### src/exit_bounds_pkg.sv
// shared constants and carriers for the exit-mode bounds check
package exit_bounds_pkg;

	// address, tag and word widths
	localparam int ADDR_W = 18;
	localparam int TAG_W  = 6;
	localparam int WORD_W = 60;
	localparam int DIGITS = 6;

	// hopper tags (octal 10, 50, write bit 40)
	localparam logic [5:0] TAG_FETCH     = 6'h08;
	localparam logic [5:0] TAG_EXIT_WR   = 6'h28;
	localparam logic [5:0] TAG_WRITE_BIT = 6'h20;

	// stop opcode and infinite exponent threshold (octal 3777)
	localparam logic [5:0]  OPC_STOP = 6'h00;
	localparam logic [10:0] INF_EXP  = 11'h7ff;

	// exit selection bits
	localparam int SEL_OOB   = 0;
	localparam int SEL_INF   = 1;
	localparam int SEL_INDEF = 2;

	// exit word fields
	localparam int EW_OPC_LSB  = 54;
	localparam int EW_CODE_LSB = 48;
	localparam int EW_ADDR_LSB = 30;

	// register byte offsets
	localparam logic [7:0] OFS_EXIT_SEL = 8'h00;
	localparam logic [7:0] OFS_FL       = 8'h04;
	localparam logic [7:0] OFS_RA       = 8'h08;
	localparam logic [7:0] OFS_STATUS   = 8'h0c;
	localparam logic [7:0] OFS_PC       = 8'h10;

	// status bit positions
	localparam int ST_STOP  = 0;
	localparam int ST_OOB   = 1;
	localparam int ST_ERROR = 2;
	localparam int ST_EXIT  = 3;
	localparam int ST_FETCH = 4;
	localparam int ST_BUSY  = 5;
	localparam int ST_CODE  = 8;

	// reset values
	localparam logic [2:0]  EXIT_SEL_RST = 3'h0;
	localparam logic [17:0] FL_RST       = 18'h3ffff;
	localparam logic [17:0] RA_RST       = 18'h00000;

	// timing
	localparam int CLK_NS      = 100;
	localparam int DELAY_NS    = 200;
	localparam int REFETCH_NS  = 300;
	localparam int DELAY_CYC   = (DELAY_NS + CLK_NS - 1) / CLK_NS;
	localparam int REFETCH_CYC = REFETCH_NS / CLK_NS;

	// exit-stop sequencer
	typedef enum logic [2:0] {
		S_IDLE  = 3'b000,
		S_DELAY = 3'b001,
		S_WRITE = 3'b010,
		S_GAP   = 3'b011,
		S_FETCH = 3'b100,
		S_HALT  = 3'b101
	} exit_state_type;

	// entry loaded into the hopper head register
	typedef struct packed {
		logic [ADDR_W-1:0] addr;
		logic [TAG_W-1:0]  tag;
		logic [WORD_W-1:0] data;
	} hop_req_type;

endpackage

### src/exit_mode_bounds_check.sv
// exit-mode stop sequencer and field-length bounds check
//
// The address map and the Wishbone interface to the registers are this design's own decisions.
`timescale 1ns/1ps

module exit_mode_bounds_check
(
	// clock and reset
	input  wire logic                         clk,
	input  wire logic                         nrst,
	// wishbone slave
	input  wire logic                         wb_cyc_i,
	input  wire logic                         wb_stb_i,
	input  wire logic                         wb_we_i,
	input  wire logic [7:0]                   wb_adr_i,
	input  wire logic [31:0]                  wb_dat_i,
	input  wire logic [3:0]                   wb_sel_i,
	output logic      [31:0]                  wb_dat_o,
	output logic                              wb_ack_o,
	// memory requests from the processor
	input  wire logic                         req_valid,
	input  wire logic [17:0]                  req_addr,
	input  wire logic [5:0]                   req_tag,
	output logic                              req_ready,
	// hopper side
	input  wire logic                         hopper_grant,
	input  wire logic [5:0]                   hop_tag_chain,
	input  wire logic                         mem_accept,
	output logic                              hop_load,
	output exit_bounds_pkg::hop_req_type      hop_req,
	// issue and translator status
	input  wire logic                         exchange_active,
	input  wire logic                         third_skip_phase,
	input  wire logic [5:0]                   opcode_field,
	input  wire logic                         scoreboard_dispatch,
	input  wire logic                         fetch_next_pending,
	input  wire logic                         pc_update,
	input  wire logic [17:0]                  pc_value,
	// floating-point result flags
	input  wire logic                         fp_result_valid,
	input  wire logic [10:0]                  fp_exponent,
	input  wire logic                         fp_indefinite,
	// processor control outputs
	output logic                              stop,
	output logic                              instruction_word_fetch,
	output logic                              proceed,
	output logic                              jump_launch,
	output logic      [17:0]                  program_counter
);

	// registers
	logic [2:0]                       exit_selection_q;
	logic [17:0]                      field_length_q;
	logic [17:0]                      relocation_base_q;
	logic [17:0]                      bound_check_address_q;
	logic [5:0]                       bca_tag_q;
	logic                             bca_full_q;
	logic                             stop_q;
	logic                             oob_q;
	logic                             error_q;
	logic                             exit_q;
	logic                             fetch_q;
	logic                             proceed_q;
	logic                             jump_q;
	logic [2:0]                       code_q;
	logic [17:0]                      pc_q;
	logic [3:0]                       dly_q;
	logic [3:0]                       gap_q;
	logic                             hop_load_q;
	exit_bounds_pkg::hop_req_type     hop_q;
	exit_bounds_pkg::exit_state_type  state_q;
	exit_bounds_pkg::exit_state_type  state_d;
	logic                             ack_q;
	logic [31:0]                      rdata_q;

	// bus decode
	wire logic        bus_req   = wb_cyc_i & wb_stb_i & ~ack_q;
	wire logic        bus_wr    = bus_req & wb_we_i;
	wire logic [31:0] lane_mask = {{8{wb_sel_i[3]}}, {8{wb_sel_i[2]}},
		{8{wb_sel_i[1]}}, {8{wb_sel_i[0]}}};
	wire logic        wr_sel    = bus_wr && wb_adr_i == exit_bounds_pkg::OFS_EXIT_SEL;
	wire logic        wr_fl     = bus_wr && wb_adr_i == exit_bounds_pkg::OFS_FL;
	wire logic        wr_ra     = bus_wr && wb_adr_i == exit_bounds_pkg::OFS_RA;
	wire logic        wr_stat   = bus_wr && wb_adr_i == exit_bounds_pkg::OFS_STATUS;
	wire logic [31:0] wr_bits   = wb_dat_i & lane_mask;
	wire logic        clr_stop  = wr_stat & wr_bits[exit_bounds_pkg::ST_STOP];
	wire logic        clr_oob   = wr_stat & wr_bits[exit_bounds_pkg::ST_OOB];
	wire logic        clr_fetch = wr_stat & wr_bits[exit_bounds_pkg::ST_FETCH];

	// continuous compare
	// digit-wise bitwise and octal-digit comparison of the held address
	logic [5:0] grp_ge;
	logic [5:0] dig_gt;
	logic [5:0] dig_eq;
	genvar g;
	for (g = 0; g < exit_bounds_pkg::DIGITS; g++)
	begin : g_digit
		wire logic [2:0] md = bound_check_address_q[3*g +: 3];
		wire logic [2:0] fd = field_length_q[3*g +: 3];
		assign grp_ge[g] = &(md | ~fd);
		assign dig_gt[g] = md > fd;
		assign dig_eq[g] = md == fd;
	end

	// digit cascade: each higher octal digit overrides the lower ones
	logic digit_cmp;
	always_comb
	begin
		digit_cmp = 1'b0;
		for (int i = 0; i < exit_bounds_pkg::DIGITS; i++)
		begin
			digit_cmp = dig_gt[i] | (dig_eq[i] & digit_cmp);
		end
	end

	wire logic bitwise_cmp  = |(dig_gt & ~grp_ge) | |(dig_gt & grp_ge);
	wire logic out_of_range = bitwise_cmp & digit_cmp;

	// request path into the bound check address register
	wire logic exit_busy  = state_q != exit_bounds_pkg::S_IDLE;
	wire logic exit_mode  = exit_busy | exit_q;
	assign req_ready      = ~bca_full_q & ~exit_busy & ~stop_q;
	wire logic take_req   = req_valid & req_ready;
	wire logic send_req   = bca_full_q & hopper_grant & ~exit_busy;

	// write bit and sum blocked
	// fetches and reads go out as tag 10; stores keep their low bits only
	wire logic [5:0]  oob_tag   = bca_tag_q[5] ? (bca_tag_q & ~exit_bounds_pkg::TAG_WRITE_BIT)
		: exit_bounds_pkg::TAG_FETCH;
	wire logic [17:0] reloc_sum = bound_check_address_q + relocation_base_q;

	wire logic [17:0] pc_plus1 = pc_q + 18'h00001;
	wire logic [59:0] exit_word = ({54'h0, exit_bounds_pkg::OPC_STOP}
		<< exit_bounds_pkg::EW_OPC_LSB)
		| ({57'h0, code_q} << exit_bounds_pkg::EW_CODE_LSB)
		| ({42'h0, pc_plus1} << exit_bounds_pkg::EW_ADDR_LSB);

	// hopper head selection
	logic                          hop_load_d;
	exit_bounds_pkg::hop_req_type  hop_d;
	always_comb
	begin
		hop_load_d = 1'b0;
		hop_d      = hop_q;
		if (state_q == exit_bounds_pkg::S_WRITE)
		begin
			hop_load_d = 1'b1;
			hop_d      = '{relocation_base_q, exit_bounds_pkg::TAG_EXIT_WR, exit_word};
		end
		else if (state_q == exit_bounds_pkg::S_FETCH)
		begin
			hop_load_d = 1'b1;
			hop_d      = '{relocation_base_q, exit_bounds_pkg::TAG_FETCH, 60'h0};
		end
		else if (send_req && out_of_range)
		begin
			hop_load_d = 1'b1;
			hop_d      = '{18'h0, oob_tag, 60'h0};
		end
		else if (send_req)
		begin
			hop_load_d = 1'b1;
			hop_d      = '{reloc_sum, bca_tag_q, 60'h0};
		end
	end

	// error sources
	wire logic fp_inf    = fp_result_valid && fp_exponent >= exit_bounds_pkg::INF_EXP;
	wire logic fp_indef  = fp_result_valid & fp_indefinite;
	wire logic err_oob   = exit_selection_q[exit_bounds_pkg::SEL_OOB] & third_skip_phase & oob_q;
	wire logic err_inf   = exit_selection_q[exit_bounds_pkg::SEL_INF] & fp_inf;
	wire logic err_indef = exit_selection_q[exit_bounds_pkg::SEL_INDEF] & fp_indef;
	wire logic err_set   = err_oob | err_inf | err_indef;

	wire logic stop_decode = opcode_field == exit_bounds_pkg::OPC_STOP && scoreboard_dispatch;
	wire logic delay_done  = dly_q >= 4'(exit_bounds_pkg::DELAY_CYC);

	// exit-stop sequencer
	always_comb
	begin
		state_d = state_q;
		case (state_q)
			exit_bounds_pkg::S_IDLE:
				if (error_q)
					state_d = exit_bounds_pkg::S_DELAY;
			exit_bounds_pkg::S_DELAY:
				if (delay_done && !fetch_next_pending)
					state_d = exit_bounds_pkg::S_WRITE;
			exit_bounds_pkg::S_WRITE:
				state_d = exit_bounds_pkg::S_GAP;
			exit_bounds_pkg::S_GAP:
				if (gap_q == 4'(exit_bounds_pkg::REFETCH_CYC - 1))
					state_d = exit_bounds_pkg::S_FETCH;
			exit_bounds_pkg::S_FETCH:
				state_d = exit_bounds_pkg::S_HALT;
			exit_bounds_pkg::S_HALT:
				if (clr_stop)
					state_d = exit_bounds_pkg::S_IDLE;
			default:
				state_d = exit_bounds_pkg::S_IDLE;
		endcase
	end

	// next values of the control flags; a set always beats a clear
	wire logic [3:0] dly_d  = (state_q == exit_bounds_pkg::S_DELAY && !delay_done)
		? dly_q + 4'h1 : (state_q == exit_bounds_pkg::S_DELAY ? dly_q : 4'h0);
	wire logic [3:0] gap_d  = (state_q == exit_bounds_pkg::S_GAP) ? gap_q + 4'h1 : 4'h1;
	wire logic stop_d  = stop_decode | error_q | (stop_q & ~clr_stop);
	wire logic oob_d   = (out_of_range & bca_full_q & ~exchange_active) | (oob_q & ~clr_oob);
	wire logic seq_go  = state_q == exit_bounds_pkg::S_DELAY && state_d == exit_bounds_pkg::S_WRITE;
	wire logic error_d = err_set | (error_q & ~seq_go);
	wire logic fetch_hit = exit_mode && hop_tag_chain == exit_bounds_pkg::TAG_FETCH && mem_accept;
	wire logic fetch_d   = fetch_hit | (fetch_q & ~clr_fetch);
	wire logic jump_d    = state_q == exit_bounds_pkg::S_WRITE;
	wire logic exit_d    = jump_d | (exit_q & ~(clr_stop & state_q == exit_bounds_pkg::S_HALT));
	wire logic [2:0] code_d = (error_q | exit_busy) ? code_q : {err_indef, err_inf, err_oob};
	wire logic [17:0] pc_d = jump_d ? 18'h0 : ((pc_update & ~stop_q) ? pc_value : pc_q);

	// register file
	wire logic [31:0] status_word = {21'h0, code_q, 2'h0, exit_busy, fetch_q,
		exit_q, error_q, oob_q, stop_q};
	wire logic [31:0] rd_mux =
		(wb_adr_i == exit_bounds_pkg::OFS_EXIT_SEL) ? {29'h0, exit_selection_q} :
		(wb_adr_i == exit_bounds_pkg::OFS_FL)       ? {14'h0, field_length_q} :
		(wb_adr_i == exit_bounds_pkg::OFS_RA)       ? {14'h0, relocation_base_q} :
		(wb_adr_i == exit_bounds_pkg::OFS_STATUS)   ? status_word :
		(wb_adr_i == exit_bounds_pkg::OFS_PC)       ? {14'h0, pc_q} : 32'h0;
	wire logic [31:0] sel_new = ({29'h0, exit_selection_q} & ~lane_mask) | wr_bits;
	wire logic [31:0] fl_new  = ({14'h0, field_length_q} & ~lane_mask) | wr_bits;
	wire logic [31:0] ra_new  = ({14'h0, relocation_base_q} & ~lane_mask) | wr_bits;

	always_ff @(posedge clk)
	begin
		if (!nrst)
		begin
			exit_selection_q  <= exit_bounds_pkg::EXIT_SEL_RST;
			field_length_q    <= exit_bounds_pkg::FL_RST;
			relocation_base_q <= exit_bounds_pkg::RA_RST;
			ack_q             <= 1'b0;
			rdata_q           <= 32'h0;
		end
		else
		begin
			ack_q   <= bus_req;
			rdata_q <= bus_req ? rd_mux : rdata_q;
			if (wr_sel)
				exit_selection_q <= sel_new[2:0];
			if (wr_fl)
				field_length_q <= fl_new[17:0];
			if (wr_ra)
				relocation_base_q <= ra_new[17:0];
		end
	end

	always_ff @(posedge clk)
	begin
		if (!nrst)
		begin
			bound_check_address_q <= 18'h0;
			bca_tag_q             <= 6'h0;
			bca_full_q            <= 1'b0;
		end
		else
		begin
			if (take_req)
			begin
				bound_check_address_q <= req_addr;
				bca_tag_q             <= req_tag;
			end
			bca_full_q <= take_req | (bca_full_q & ~send_req);
		end
	end

	always_ff @(posedge clk)
	begin
		if (!nrst)
		begin
			state_q    <= exit_bounds_pkg::S_IDLE;
			stop_q     <= 1'b0;
			oob_q      <= 1'b0;
			error_q    <= 1'b0;
			exit_q     <= 1'b0;
			fetch_q    <= 1'b0;
			proceed_q  <= 1'b0;
			jump_q     <= 1'b0;
			code_q     <= 3'h0;
			pc_q       <= 18'h0;
			dly_q      <= 4'h0;
			gap_q      <= 4'h1;
			hop_load_q <= 1'b0;
			hop_q      <= '0;
		end
		else
		begin
			state_q    <= state_d;
			stop_q     <= stop_d;
			oob_q      <= oob_d;
			error_q    <= error_d;
			exit_q     <= exit_d;
			fetch_q    <= fetch_d;
			proceed_q  <= fetch_hit;
			jump_q     <= jump_d;
			code_q     <= code_d;
			pc_q       <= pc_d;
			dly_q      <= dly_d;
			gap_q      <= gap_d;
			hop_load_q <= hop_load_d;
			hop_q      <= hop_d;
		end
	end

	// outputs
	assign wb_ack_o               = ack_q;
	assign wb_dat_o               = rdata_q;
	assign hop_load               = hop_load_q;
	assign hop_req                = hop_q;
	assign stop                   = stop_q;
	assign instruction_word_fetch = fetch_q;
	assign proceed                = proceed_q;
	assign jump_launch            = jump_q;
	assign program_counter        = pc_q;
endmodule

### config.mk
export PLATFORM = sky130hd
export DESIGN_NAME = exit_mode_bounds_check
export DESIGN_NICKNAME = d
export VERILOG_FILES = /design/src/exit_bounds_pkg.sv /design/src/exit_mode_bounds_check.sv
export SDC_FILE = /design/constraint.sdc
export NUM_CORES = 1
export LEC_CHECK = 0
export ABC_CLOCK_PERIOD_IN_PS = 5810
export BUFFER_PORTS_ARGS = -buffer_cell sky130_fd_sc_hd__buf_2
export CORE_MARGIN = 1
export CORE_UTILIZATION = 56
export CTS_CLUSTER_SIZE = 25
export DETAILED_ROUTE_END_ITERATION = 10
export GPL_TIMING_DRIVEN = 0
export HOLD_SLACK_MARGIN = 0.08
export PLACE_DENSITY_LB_ADDON = 0.08
export REMOVE_ABC_BUFFERS = 1
export SYNTH_ARGS = -nofsm -noshare
export SYNTH_HDL_FRONTEND = slang
export SYNTH_SLANG_ARGS = --single-unit
### constraint.sdc
create_clock -name clk -period 5.81 [get_ports clk]
set_input_delay 0.581 -clock clk [delete_from_list [all_inputs] [get_ports clk]]
set_output_delay 0.581 -clock clk [all_outputs]
set_load 0.03 [all_outputs]
# Word-level counts from Yosys, hierarchy flattened

Index checks and enable logic that the tools add are counted.

Register bits after elaboration: 221
Word-level logic and storage cells: 192

$add $sub $neg: 4
Magnitude comparators: 8
Eq/ne operators: 18
Multiplexer cells: 21
Bitwise logic cells: 85
Reductions and logical operators: 31

Operator list:

| cell                    | number |
|---|---|
| $mux W84                | 4 |
| $mux W18                | 5 |
| $and A18 B18 Y18        | 3 |
| $or A51 B48 Y51         | 1 |
| $or A18 B18 Y18         | 2 |
| $and A1 B1 Y1           | 32 |
| $or A3 B3 Y3            | 7 |
| $add A18 B1 Y18 const B | 1 |
| $add A18 B18 Y18        | 1 |
| $gt A3 B3 Y1            | 6 |
| $not A18 Y18            | 1 |
| $not A3 Y3              | 6 |
| $pmux W3 S6             | 1 |
| $reduce_and A3 Y1       | 6 |
| $or A1 B1 Y1            | 17 |
| $eq A8 B4 Y1 const B    | 2 |
| $eq A3 B3 Y1            | 5 |
| $and A6 B6 Y6           | 2 |
| $logic_and A1 B1 Y1     | 12 |
| $mux W3                 | 4 |
| $not A1 Y1              | 12 |
| $reduce_or A6 Y1        | 2 |
| $ge A11 B11 Y1 const B  | 1 |
| $eq A3 B2 Y1 const B    | 3 |
| other kinds (24)        | 31 |

# Depth between registers and ports, before layout

Gate-level depths: netlist (run 1).

Word-level depth: 16
Gate-level depth with buffers: 11
Mapped depth without buffers: 10

# Worst setup path after synthesis (run 1)

OpenSTA, ideal clock, no wires.

Path kind: flip-flop to flip-flop
Start: register with a tool-made name
End: register hop_q (netlist bit hop_req[80])
Library setup time: 117 ps
Arrival time: 2042 ps
Required time: 5693 ps
Path slack: 3651 ps
Cell stages (with the launch flop): 11
Buffers on the path: 0
Clock period less this slack: 2159 ps
Cells stage by stage: dfxtp_1 ha_1 inv_1 fa_1 nor2b_1 o31ai_1 a2bb2oi_2 a311oi_1 o21bai_1 xor2_1 a32o_1

RTL lines:

| what                   | line                          | RTL |
|---|---|---|
| end signal: assignment | exit_mode_bounds_check.sv:308 | `hop_q <= hop_d;` |
| end: declaration       | exit_mode_bounds_check.sv:70  | `exit_bounds_pkg::hop_req_type hop_q;` |

==> results of run 1 <==
[tightest hold or removal path: cells and delay by family]
family	cells	cell delay, ns
AO/OA/AOI/OAI	1	0.05
buffers and inverters	1	0.10
AND/OR/NAND/NOR	1	0.04
[area by class of cell]
cell class	instances	area share [%]
Clock inverter	10	1.88
Multi-Input combinational cell	773	46.4
Sequential cell	168	33.5
Timing Repair Buffer	196	9.78
Tap cell	184	2.29
Antenna cell	1	0.0249
Inverter	40	1.52
Clock buffer	21	4.59
[logic make-up after synthesis]
| kind of cell | Yosys count | share of synthesized area (%) |
|---|---|---|
| adder cells (fa/ha/maj) | 47 | 6.91 |
| other | 1 | 0.0435 |
| flip-flops | 168 | 39.0 |
| buffers and inverters | 150 | 9.29 |
| AND/OR/NAND/NOR | 349 | 18.8 |
| AO/OA/AOI/OAI | 270 | 20.2 |
| multiplexers | 20 | 2.32 |
| XOR/XNOR | 34 | 3.45 |
[report_power, final]
part / internal, uW / switching (uW) / total (uW)
combinational: 80.4 / 189 / 269
sequential: 1180 / 28.4 / 1210
clock: 787 / 464 / 1250
[metal layers]
| metal | GRT usage, % | vias to the layer above |
|---|---|---|
| met2 | 47.4 | 306 |
| met5 | 0 | - |
| met3 | 6.80 | 31 |
| li1 | - | 3853 |
| met1 | 38.3 | 3554 |
| met4 | 7.80 | 0 |
[cell usage in the layout (no fill, tap or decap), types with 7 or more instances in the layout]
cell	instances
a211oi_1	17
a21oi_1	94
a222oi_1	9
a22oi_1	20
and3_1	12
buf_2	196
clkbuf_16	17
conb_1	53
dfxtp_1	168
ha_1	46
inv_1	39
mux2i_1	20
nand2_1	166
nand2b_1	7
nand3_1	33
nor2_1	70
nor3_1	13
o211ai_1	14
o21ai_0	47
o22ai_1	12
xnor2_1	16
xor2_1	18
[metrics by stage]
stage          hold slack, ns  setup WS [ns]  cell area [um2]  total power [uW]
3_3_place_gp            0.430           1.22             9380              1490
5_1_grt                 0.379           2.33            10000              2820
2_1_floorplan           0.436           3.06             8170              1400
4_1_cts                 0.373           2.57            10000              2740
6_report                0.387           2.65            10000              2730
3_5_place_dp            0.440           2.63             9380              1500
[worst paths after layout]
kind,start,end,slack [ns],cells past startpoint
hold / removal,req_addr[16],bound_check_address_q[16]$_SDFFE_PN0P_,0.39,3
setup / recovery,flip-flop,hop_req[73]$_SDFFE_PN0P_,2.65,7
setup reg to reg,flip-flop,hop_req[73]$_SDFFE_PN0P_,2.65,7
hold reg to reg,wb_dat_o[10]$_SDFFE_PN0N_,wb_dat_o[10]$_SDFFE_PN0N_,0.45,2
==> impl_metrics.ini, run 1 <==
[status]
status = completed

[final_layout]
drive_above_1_share_pct = 20.7
final_util_pct = 68.0
final-seq-area_mm2 = 0.00336
multiInputGateArea_mm2 = 0.00466
final_cell_count_no_fill = 1393
syn_to_final_growth_pct = 16.4
fin_nets = 1367
fillers = 1264

[route]
drtIter0Drc = 507
top_layer = met4
first_pass_iters = 6
post-route-drc-count = 0
wl_per_cell_um = 16.2
wirelength_um = 22600
via_per_inst = 5.56
vias = 7744
wl_met1_um = 10100
wl_met3_um = 1720
ant_nets = 0
wl_met2_um = 10400

[sta]
hold_viol = 0
final-setup-viol-count = 0
max_slew_margin_pct = 8.89
min_period_over_period_pct = 54.4
fmax_mhz = 316
slew_viol_final = 0
rsz0062_at_grt = false
finalSetupTns_ns = 0
worst_pin_slew_ns = 1.37
fin_skew_ns = 0.00862
finalWorstPathRequiredPeriod_ns = 3.16

[global_routing]
first_global_vias = 7099
grt_max_degree = 88
antenna_found_initial = 1
grt_usage_pct = 29.0
grt.overflow.total = 0
grt_first_pass_wirelength_um = 36200

[yosys]
synthTopCellsByArea = dfxtp_1, nand2_1, ha_1
postSynthCellCount = 1039
yosysSeqAreaShare_pct = 39.0
synthArstFlopShare_pct = 0
synth_top_area_cell = dfxtp_1
synth_edf_count = 0
synth_common_cells = dfxtp_1, nand2_1, a21oi_1
netlist_area_mm2 = 0.00862
yosysMostFrequentCell = dfxtp_1
synth_ff_type = dfxtp_1
yosysTopAreaCellShare_pct = 39.0
synth_area_per_cell_um2 = 8.30
ys_types = 76
ys_ff_latch = 168
yosys_warnings = 0

[setup_path]
critPathMaxFanout = 11
slowest_stage = o221ai_1
path_class = reg2reg
critPathMaxStageDelay_ns = 0.90
cp_num_buf_inv = 1
critPathTopFamily = compound AO/OA/AOI/OAI gates
endpoint_kind = flip-flop
worstPathCellList = inv_1, ha_1, a211oi_1, o2bb2ai_1, o221ai_1, nand2_1, o21ai_0
cp-start-kind = flip-flop
critPathArrivalTime_ns = 3.49
cp.required_ns = 6.14

[cts]
hold_buffers = 0
cts_buffer_depth = 2
clock-root-buffer = clkbuf_16
cts_made_buffers = 17
htree_levels = 4
clock_insertion_delay_worst_skew_ns = 0.43
post_cts_buffers = 0
ctsResizeCount = 0
cts_tree = built
cts.sinks = 168
cts.reportedPaths.clkPinSlew_ns = 0.07

[floorplanning]
die_x_um = 126
die_h_um = 126
ios = 265
rows = 44
core-area_mm2 = 0.0148
start_util_pct = 58.4
die_area_mm2 = 0.0159

[power_and_ir_drop]
ir_drop_v = 0.000206
power.density_mw_per_mm2 = 272
power_leakage_uw = 0.00446

[placement]
io_buffers = 196
place_inst = 1361
dpl.hpwl_um = 16500
place.gp.congestion = 0.928

[job]
drv_cap = 0

[worst_hold_path]
min_path_type = in2reg
Power figures use the tool's default switching activity.
==> inputs of run 2 (changes only) <==
- ABC_AREA: unset -> 1
- ABC_CLOCK_PERIOD_IN_PS: 5810 -> 2800
- CORE_UTILIZATION: 56 -> 48
- clock period: 5.81 -> 2.8 ns (I/O delays scaled with it)
==> run 2 against run 1 <==
Die area grew 23%. Sequential power grew 110%. Critical endpoint is now hop_req[37]$_SDFFE_PN0P_. Worst setup slack lost 2.4 ns. Combinational power grew 140%. First-iteration DRC count grew 4.9%. Cell count grew 22%. Utilization shrank 10 points. Worst hold slack lost 0.29 ns. Sequential share of layout area shrank 2.2 points. Flip-flop and latch count is the same.
==> impl_metrics.ini, run 2 <==
[status]
status = completed

[yosys]
synth_common_cells = nand2_1, dfxtp_1, a21oi_1
postSynthCellCount = 1267
synth_edf_count = 0
synthArstFlopShare_pct = 0
yosysSeqAreaShare_pct = 36.9
yosys_warnings = 0
yosysTopAreaCellShare_pct = 36.9
synthTopCellsByArea = dfxtp_1, nand2_1, a21oi_1
yosysMostFrequentCell = nand2_1
synth_top_area_cell = dfxtp_1
ys_types = 57
synth_ff_type = dfxtp_1
ys_ff_latch = 168
synth_area_per_cell_um2 = 7.20
netlist_area_mm2 = 0.00913

[final_layout]
multiInputGateArea_mm2 = 0.00485
syn_to_final_growth_pct = 17.9
final_cell_mix = nand2_1, buf_2, dfxtp_1, a21oi_1, inv_1
final-seq-area_mm2 = 0.00336
n_antenna_cell = 0
fillers = 1831
fin_nets = 1622
drive_above_1_share_pct = 19.7
final_util_pct = 57.7
final_common_cell = nand2_1

[power_and_ir_drop]
power_switching_uw = 1590
power_frac_comb_pct = 11.0
seqPwrFrac_pct = 43.2
swShare_pct = 27.2
ir_drop_v = 0.000452
clock_power_share_pct = 45.8
power_leakage_uw = 0.00519
p_int_uw = 4250
power.density_mw_per_mm2 = 543

[route]
first_pass_iters = 5
wl_per_cell_um = 15.7
vias = 8714
via_per_inst = 5.13
wirelength_um = 26700
drtIter0Drc = 532
ant_nets = 0
post-route-drc-count = 0

[placement]
post-place-ws_ns = -0.578
place.gp.congestion = 0.922
dpl.hpwl_um = 20100
io_buffers = 196

[floorplanning]
start_util_pct = 49.0
rows = 50
ios = 265
die_x_um = 140
die_h_um = 140
core-area_mm2 = 0.0186
die_area_mm2 = 0.0196

[cts]
cts.reportedPaths.clkPinSlew_ns = 0.07
clock_insertion_delay_worst_skew_ns = 0.44
htree_levels = 4
cts_made_buffers = 17
cts_buffer_depth = 2
cts.sinks = 168
cts_tree = built
clock-root-buffer = clkbuf_16

[setup_path]
endpoint_kind = flip-flop
cp.required_ns = 3.15
r2r_end = hop_req[37]$_SDFFE_PN0P_
r2r_cells = 8
critPathArrivalTime_ns = 2.88
cp-start-kind = flip-flop
rrSetupSlack_ns = 0.27
path_class = reg2reg
r2r_start = state_q[2]$_SDFF_PN0_
critPathMaxFanout = 29

[sta]
worst_pin_slew_ns = 0.981
min_period_over_period_pct = 90.3
finalWorstPathRequiredPeriod_ns = 2.53
hold_viol = 0
finalSetupTns_ns = 0
rsz0062_at_grt = false
fin_skew_ns = 0.0120
max_slew_margin_pct = 34.5
fmax_mhz = 395
slew_viol_final = 0
final-setup-viol-count = 0
final.setup.worst_slack_ns = 0.271

[global_routing]
grt.overflow.total = 0
grt_first_pass_wirelength_um = 42200
first_global_vias = 8021
grt_max_degree = 80
antenna_found_initial = 0
grt_usage_pct = 27.9

[worst_hold_path]
min_path_type = in2reg
min_path_cells = 3
min_to = bca_tag_q[3]$_SDFFE_PN0P_
hold_path_startpoint = req_tag[3]

[job]
drv_cap = 0
## run 2: power groups by stage
stage	combinational (uW)	sequential, uW	clock, uW
after floorplan	357	2610	0
after global placement	627	2570	0
after detailed placement	633	2570	0
after CTS	643	2520	2710
after global routing	714	2530	2810
final	644	2520	2670
## run 2: layout make-up
type,count,area share [%]
clock buffer,17,3.95
clock inverter,15,2.19
inverter,146,5.12
multi-input combinational,916,45.1
sequential,168,31.3
tap,234,2.72
timing repair buffer,202,9.70
## run 2: worst max-delay path by stage
stage	slack (ns)	from	endpoint
floorplan	0.93	program_counter[0]$_SDFFE_PP0P_	hop_req[42]$_SDFFE_PN0P_
global placement	-1.08	nrst	hop_req[31]$_SDFFE_PN0P_
detailed placement	-0.58	nrst	hop_req[60]$_SDFFE_PP0P_
CTS	0.22	state_q[2]$_SDFF_PN0_	hop_req[37]$_SDFFE_PN0P_
global route	0.04	state_q[2]$_SDFF_PN0_	hop_req[35]$_SDFFE_PN0P_
finish	0.27	state_q[2]$_SDFF_PN0_	hop_req[37]$_SDFFE_PN0P_
## run 2: routing by layer
metal	part of all wire (%)	up-vias	GRT usage, %	wire length [um]
met5	0	-	0	0
met2	46	286	44.9	12200
met3	6.6	40	6.37	1750
li1	-	4452	-	-
met4	2.1	0	9.95	559
met1	46	3936	36.6	12200
## run 2: worst max-delay path, stage by stage (launching register included)
cell	delay (ns)
dfxtp_1	0.45
nor2_2	0.10
nand2_4	0.13
nand2_2	0.25
inv_2	0.39
nand2_2	0.19
nor2_4	0.70
nand2_1	0.11
o31ai_1	0.11
## run 2: through the flow
step / total power, uW / hold slack (ns) / instances / instance area [um2]
global route: 6050 / 0.0972 / 1698 / 10800
global placement: 3200 / 0.416 / 1660 / 10000
detailed placement: 3210 / 0.415 / 1660 / 10000
CTS: 5870 / 0.0807 / 1698 / 10800
finish: 5840 / 0.0931 / 1698 / 10800
floorplan: 2960 / 0.364 / 1230 / 8750
## run 2: logic make-up after synthesis
group	after synthesis	synth area share (%)
AO/OA/AOI/OAI	288	17.5
XOR/XNOR	7	0.672
adder cells (fa/ha/maj)	47	6.53
buffers and inverters	235	12.2
flip-flops	168	36.9
other	1	0.0411
AND/OR/NAND/NOR	521	26.2
## run 2: timing repair
item / CTS / global route
hold endpoints to repair: 6 / 0
hold buffers: 6 / 0
gates resized for setup: 1 / 0
endpoints found under the setup margin: 29 / 0
setup buffers: 0 / 0
==> inputs of run 3 (changes only) <==
- CELL_PAD_IN_SITES_DETAIL_PLACEMENT: unset -> 1
- CELL_PAD_IN_SITES_GLOBAL_PLACEMENT: unset -> 2
- CORE_UTILIZATION: 48 -> 26
==> run 3 against run 2 <==
Die area rose by 83%. Highest routed layer is now met5. Worst setup slack improved by 0.10 ns. Final area rose by 2.0%. Utilization fell by 26 points. Sequential share of layout area fell by 0.62 points. Clock-buffer cell count rose by 6. First-iteration DRC count fell by 37%. Via count fell by 0.61%. Critical path depth rose by 1. Global-route usage fell by 8.7 points. Critical path type unchanged.
==> impl_metrics.ini, run 3 (same netlist as run 2, synthesis figures left out) <==
[route]
vias = 8661
wirelength_um = 33500
wl_per_cell_um = 17.5
via_per_inst = 4.51
ant_nets = 0
post-route-drc-count = 0
first_pass_iters = 4
drtIter0Drc = 333

[setup_path]
cp.required_ns = 3.15
crit_end = hop_req[37]$_SDFFE_PN0P_
endpoint_kind = flip-flop
critPathTopFamily = simple AND/OR/NAND/NOR gates
worstPathCellList = nor2_2, nand2_4, nand2_2, inv_2, nand2_2, nor2_4, buf_16, nand2_1, o31ai_1
critPathLaunch = state_q[2]$_SDFF_PN0_
r2r_end = hop_req[37]$_SDFFE_PN0P_
critPathArrivalTime_ns = 2.77
path_class = reg2reg
critPathMaxFanout = 19
rrSetupSlack_ns = 0.37
r2r_start = state_q[2]$_SDFF_PN0_
r2r_cells = 9
slowest_stage = dfxtp_1
critPathMaxStageDelay_ns = 0.45
cp_common_cell = nand2_2
crit_cells = 9
cp-start-kind = flip-flop
cp_num_buf_inv = 2

[status]
status = completed

[cts]
cts_buffer_depth = 2
post_cts_buffers = 0
clock-root-buffer = clkbuf_16
htree_levels = 4
clock_insertion_delay_worst_skew_ns = 0.44
cts.reportedPaths.clkPinSlew_ns = 0.07
cts_tree = built
cts_made_buffers = 17
cts.sinks = 168

[placement]
io_buffers = 196
dpl.hpwl_um = 26200
place.gp.congestion = 0.837
post-place-ws_ns = -0.0913

[power_and_ir_drop]
ir_drop_v = 0.000428
power_leakage_uw = 0.00516
power.density_mw_per_mm2 = 509

[job]
drv_cap = 0

[floorplanning]
start_util_pct = 26.4
core-area_mm2 = 0.0345
die_h_um = 189
die_area_mm2 = 0.0359
rows = 68
ios = 265
die_x_um = 189

[sta]
final-setup-viol-count = 0
fin_skew_ns = 0.0103
max_slew_margin_pct = 30.9
min_period_over_period_pct = 86.7
rsz0062_at_grt = false
hold_viol = 0
holdWs_ns = 0.0949
final.setup.worst_slack_ns = 0.373
finalWorstPathRequiredPeriod_ns = 2.43
fmax_mhz = 412
worst_pin_slew_ns = 1.03
slew_viol_final = 0

[global_routing]
antenna_found_initial = 2
grt.overflow.total = 0
grt_max_degree = 80
first_global_vias = 8930
grt_first_pass_wirelength_um = 51800
grt_usage_pct = 19.2

[final_layout]
final_common_cell = nand2_1
n_antenna_cell = 0
syn_to_final_growth_pct = 20.3
drive_above_1_share_pct = 19.7
final_cell_mix = nand2_1, buf_2, dfxtp_1, a21oi_1, inv_1
fin_nets = 1623

[worst_hold_path]
min_path_cells = 3
min_path_type = in2reg
[run 3: cell types whose count changed in the layout (fill, tap and decap cells not counted)]
| cell | before | now |
|---|---|---|
| buf_16 | 0 | 1 |
| clkinv_2 | 1 | 3 |
| inv_8 | 1 | 0 |
| bufinv_16 | 5 | 1 |
| clkinv_4 | 2 | 1 |
| clkbuf_8 | 0 | 4 |
| inv_6 | 5 | 3 |
| clkbuf_1 | 0 | 2 |
[run 3: worst min path at each step]
| stage | endpoint | slack, ns | from |
|---|---|---|---|
| after floorplan | flip-flop | 0.36 | nrst |
| after global placement | gap_q[0]$_SDFF_PN1_ | 0.42 | gap_q[0]$_SDFF_PN1_ |
| after detailed placement | gap_q[0]$_SDFF_PN1_ | 0.42 | gap_q[0]$_SDFF_PN1_ |
| after CTS | flip-flop | 0.08 | wb_dat_i[13] |
| after global routing | flip-flop | 0.1 | wb_dat_i[13] |
| final | flip-flop | 0.09 | wb_dat_i[13] |
[run 3: worst register-to-register path, delay by kind of cell (launching register included)]
kind	cells	cell delay, ns
simple gates	6	1.23
buf+inv	2	0.61
flops	1	0.45
compound gates	1	0.07
[run 3: power by group]
part	leakage [uW]	switching [uW]	internal [uW]
sequential	0.00136	71.4	2450
clock	0.000284	1060	1330
combinational	0.00351	474	197
[run 3: cell type report]
class,count,area (um2)
multi-input combinational,916,4850
timing repair buffer,203,1070
clock inverter,9,87.6
fill,4356,23600
sequential,168,3360
inverter,146,551
tap,455,569
clock buffer,23,488
[run 3: stage by stage]
stage	utilization (%)	instance area (um2)	total power, uW	instances	TNS [ns]
2_1_floorplan	-	8750	2960	1230	0
3_3_place_gp	29.8	10300	3240	1881	-52.17
3_5_place_dp	29.9	10300	3250	1882	-0.688
4_1_cts	31.8	11000	5680	1920	0
5_1_grt	31.8	11000	5840	1920	0
6_report	31.8	11000	5580	1920	0
[run 3: metal layers]
layer	global-route usage [%]	up-vias	wire length [um]	share of wire, %
met5	0	-	27	0.080
met2	31.7	157	15500	46
met3	5.12	19	1670	5.0
met4	4.40	4	384	1.1
met1	24.8	4040	16000	48
li1	-	4441	-	-
[run 3: repair_timing]
action	in CTS	in global routing
resized for setup	0	0
endpoints found under the hold margin	6	0
hold buffers	6	0
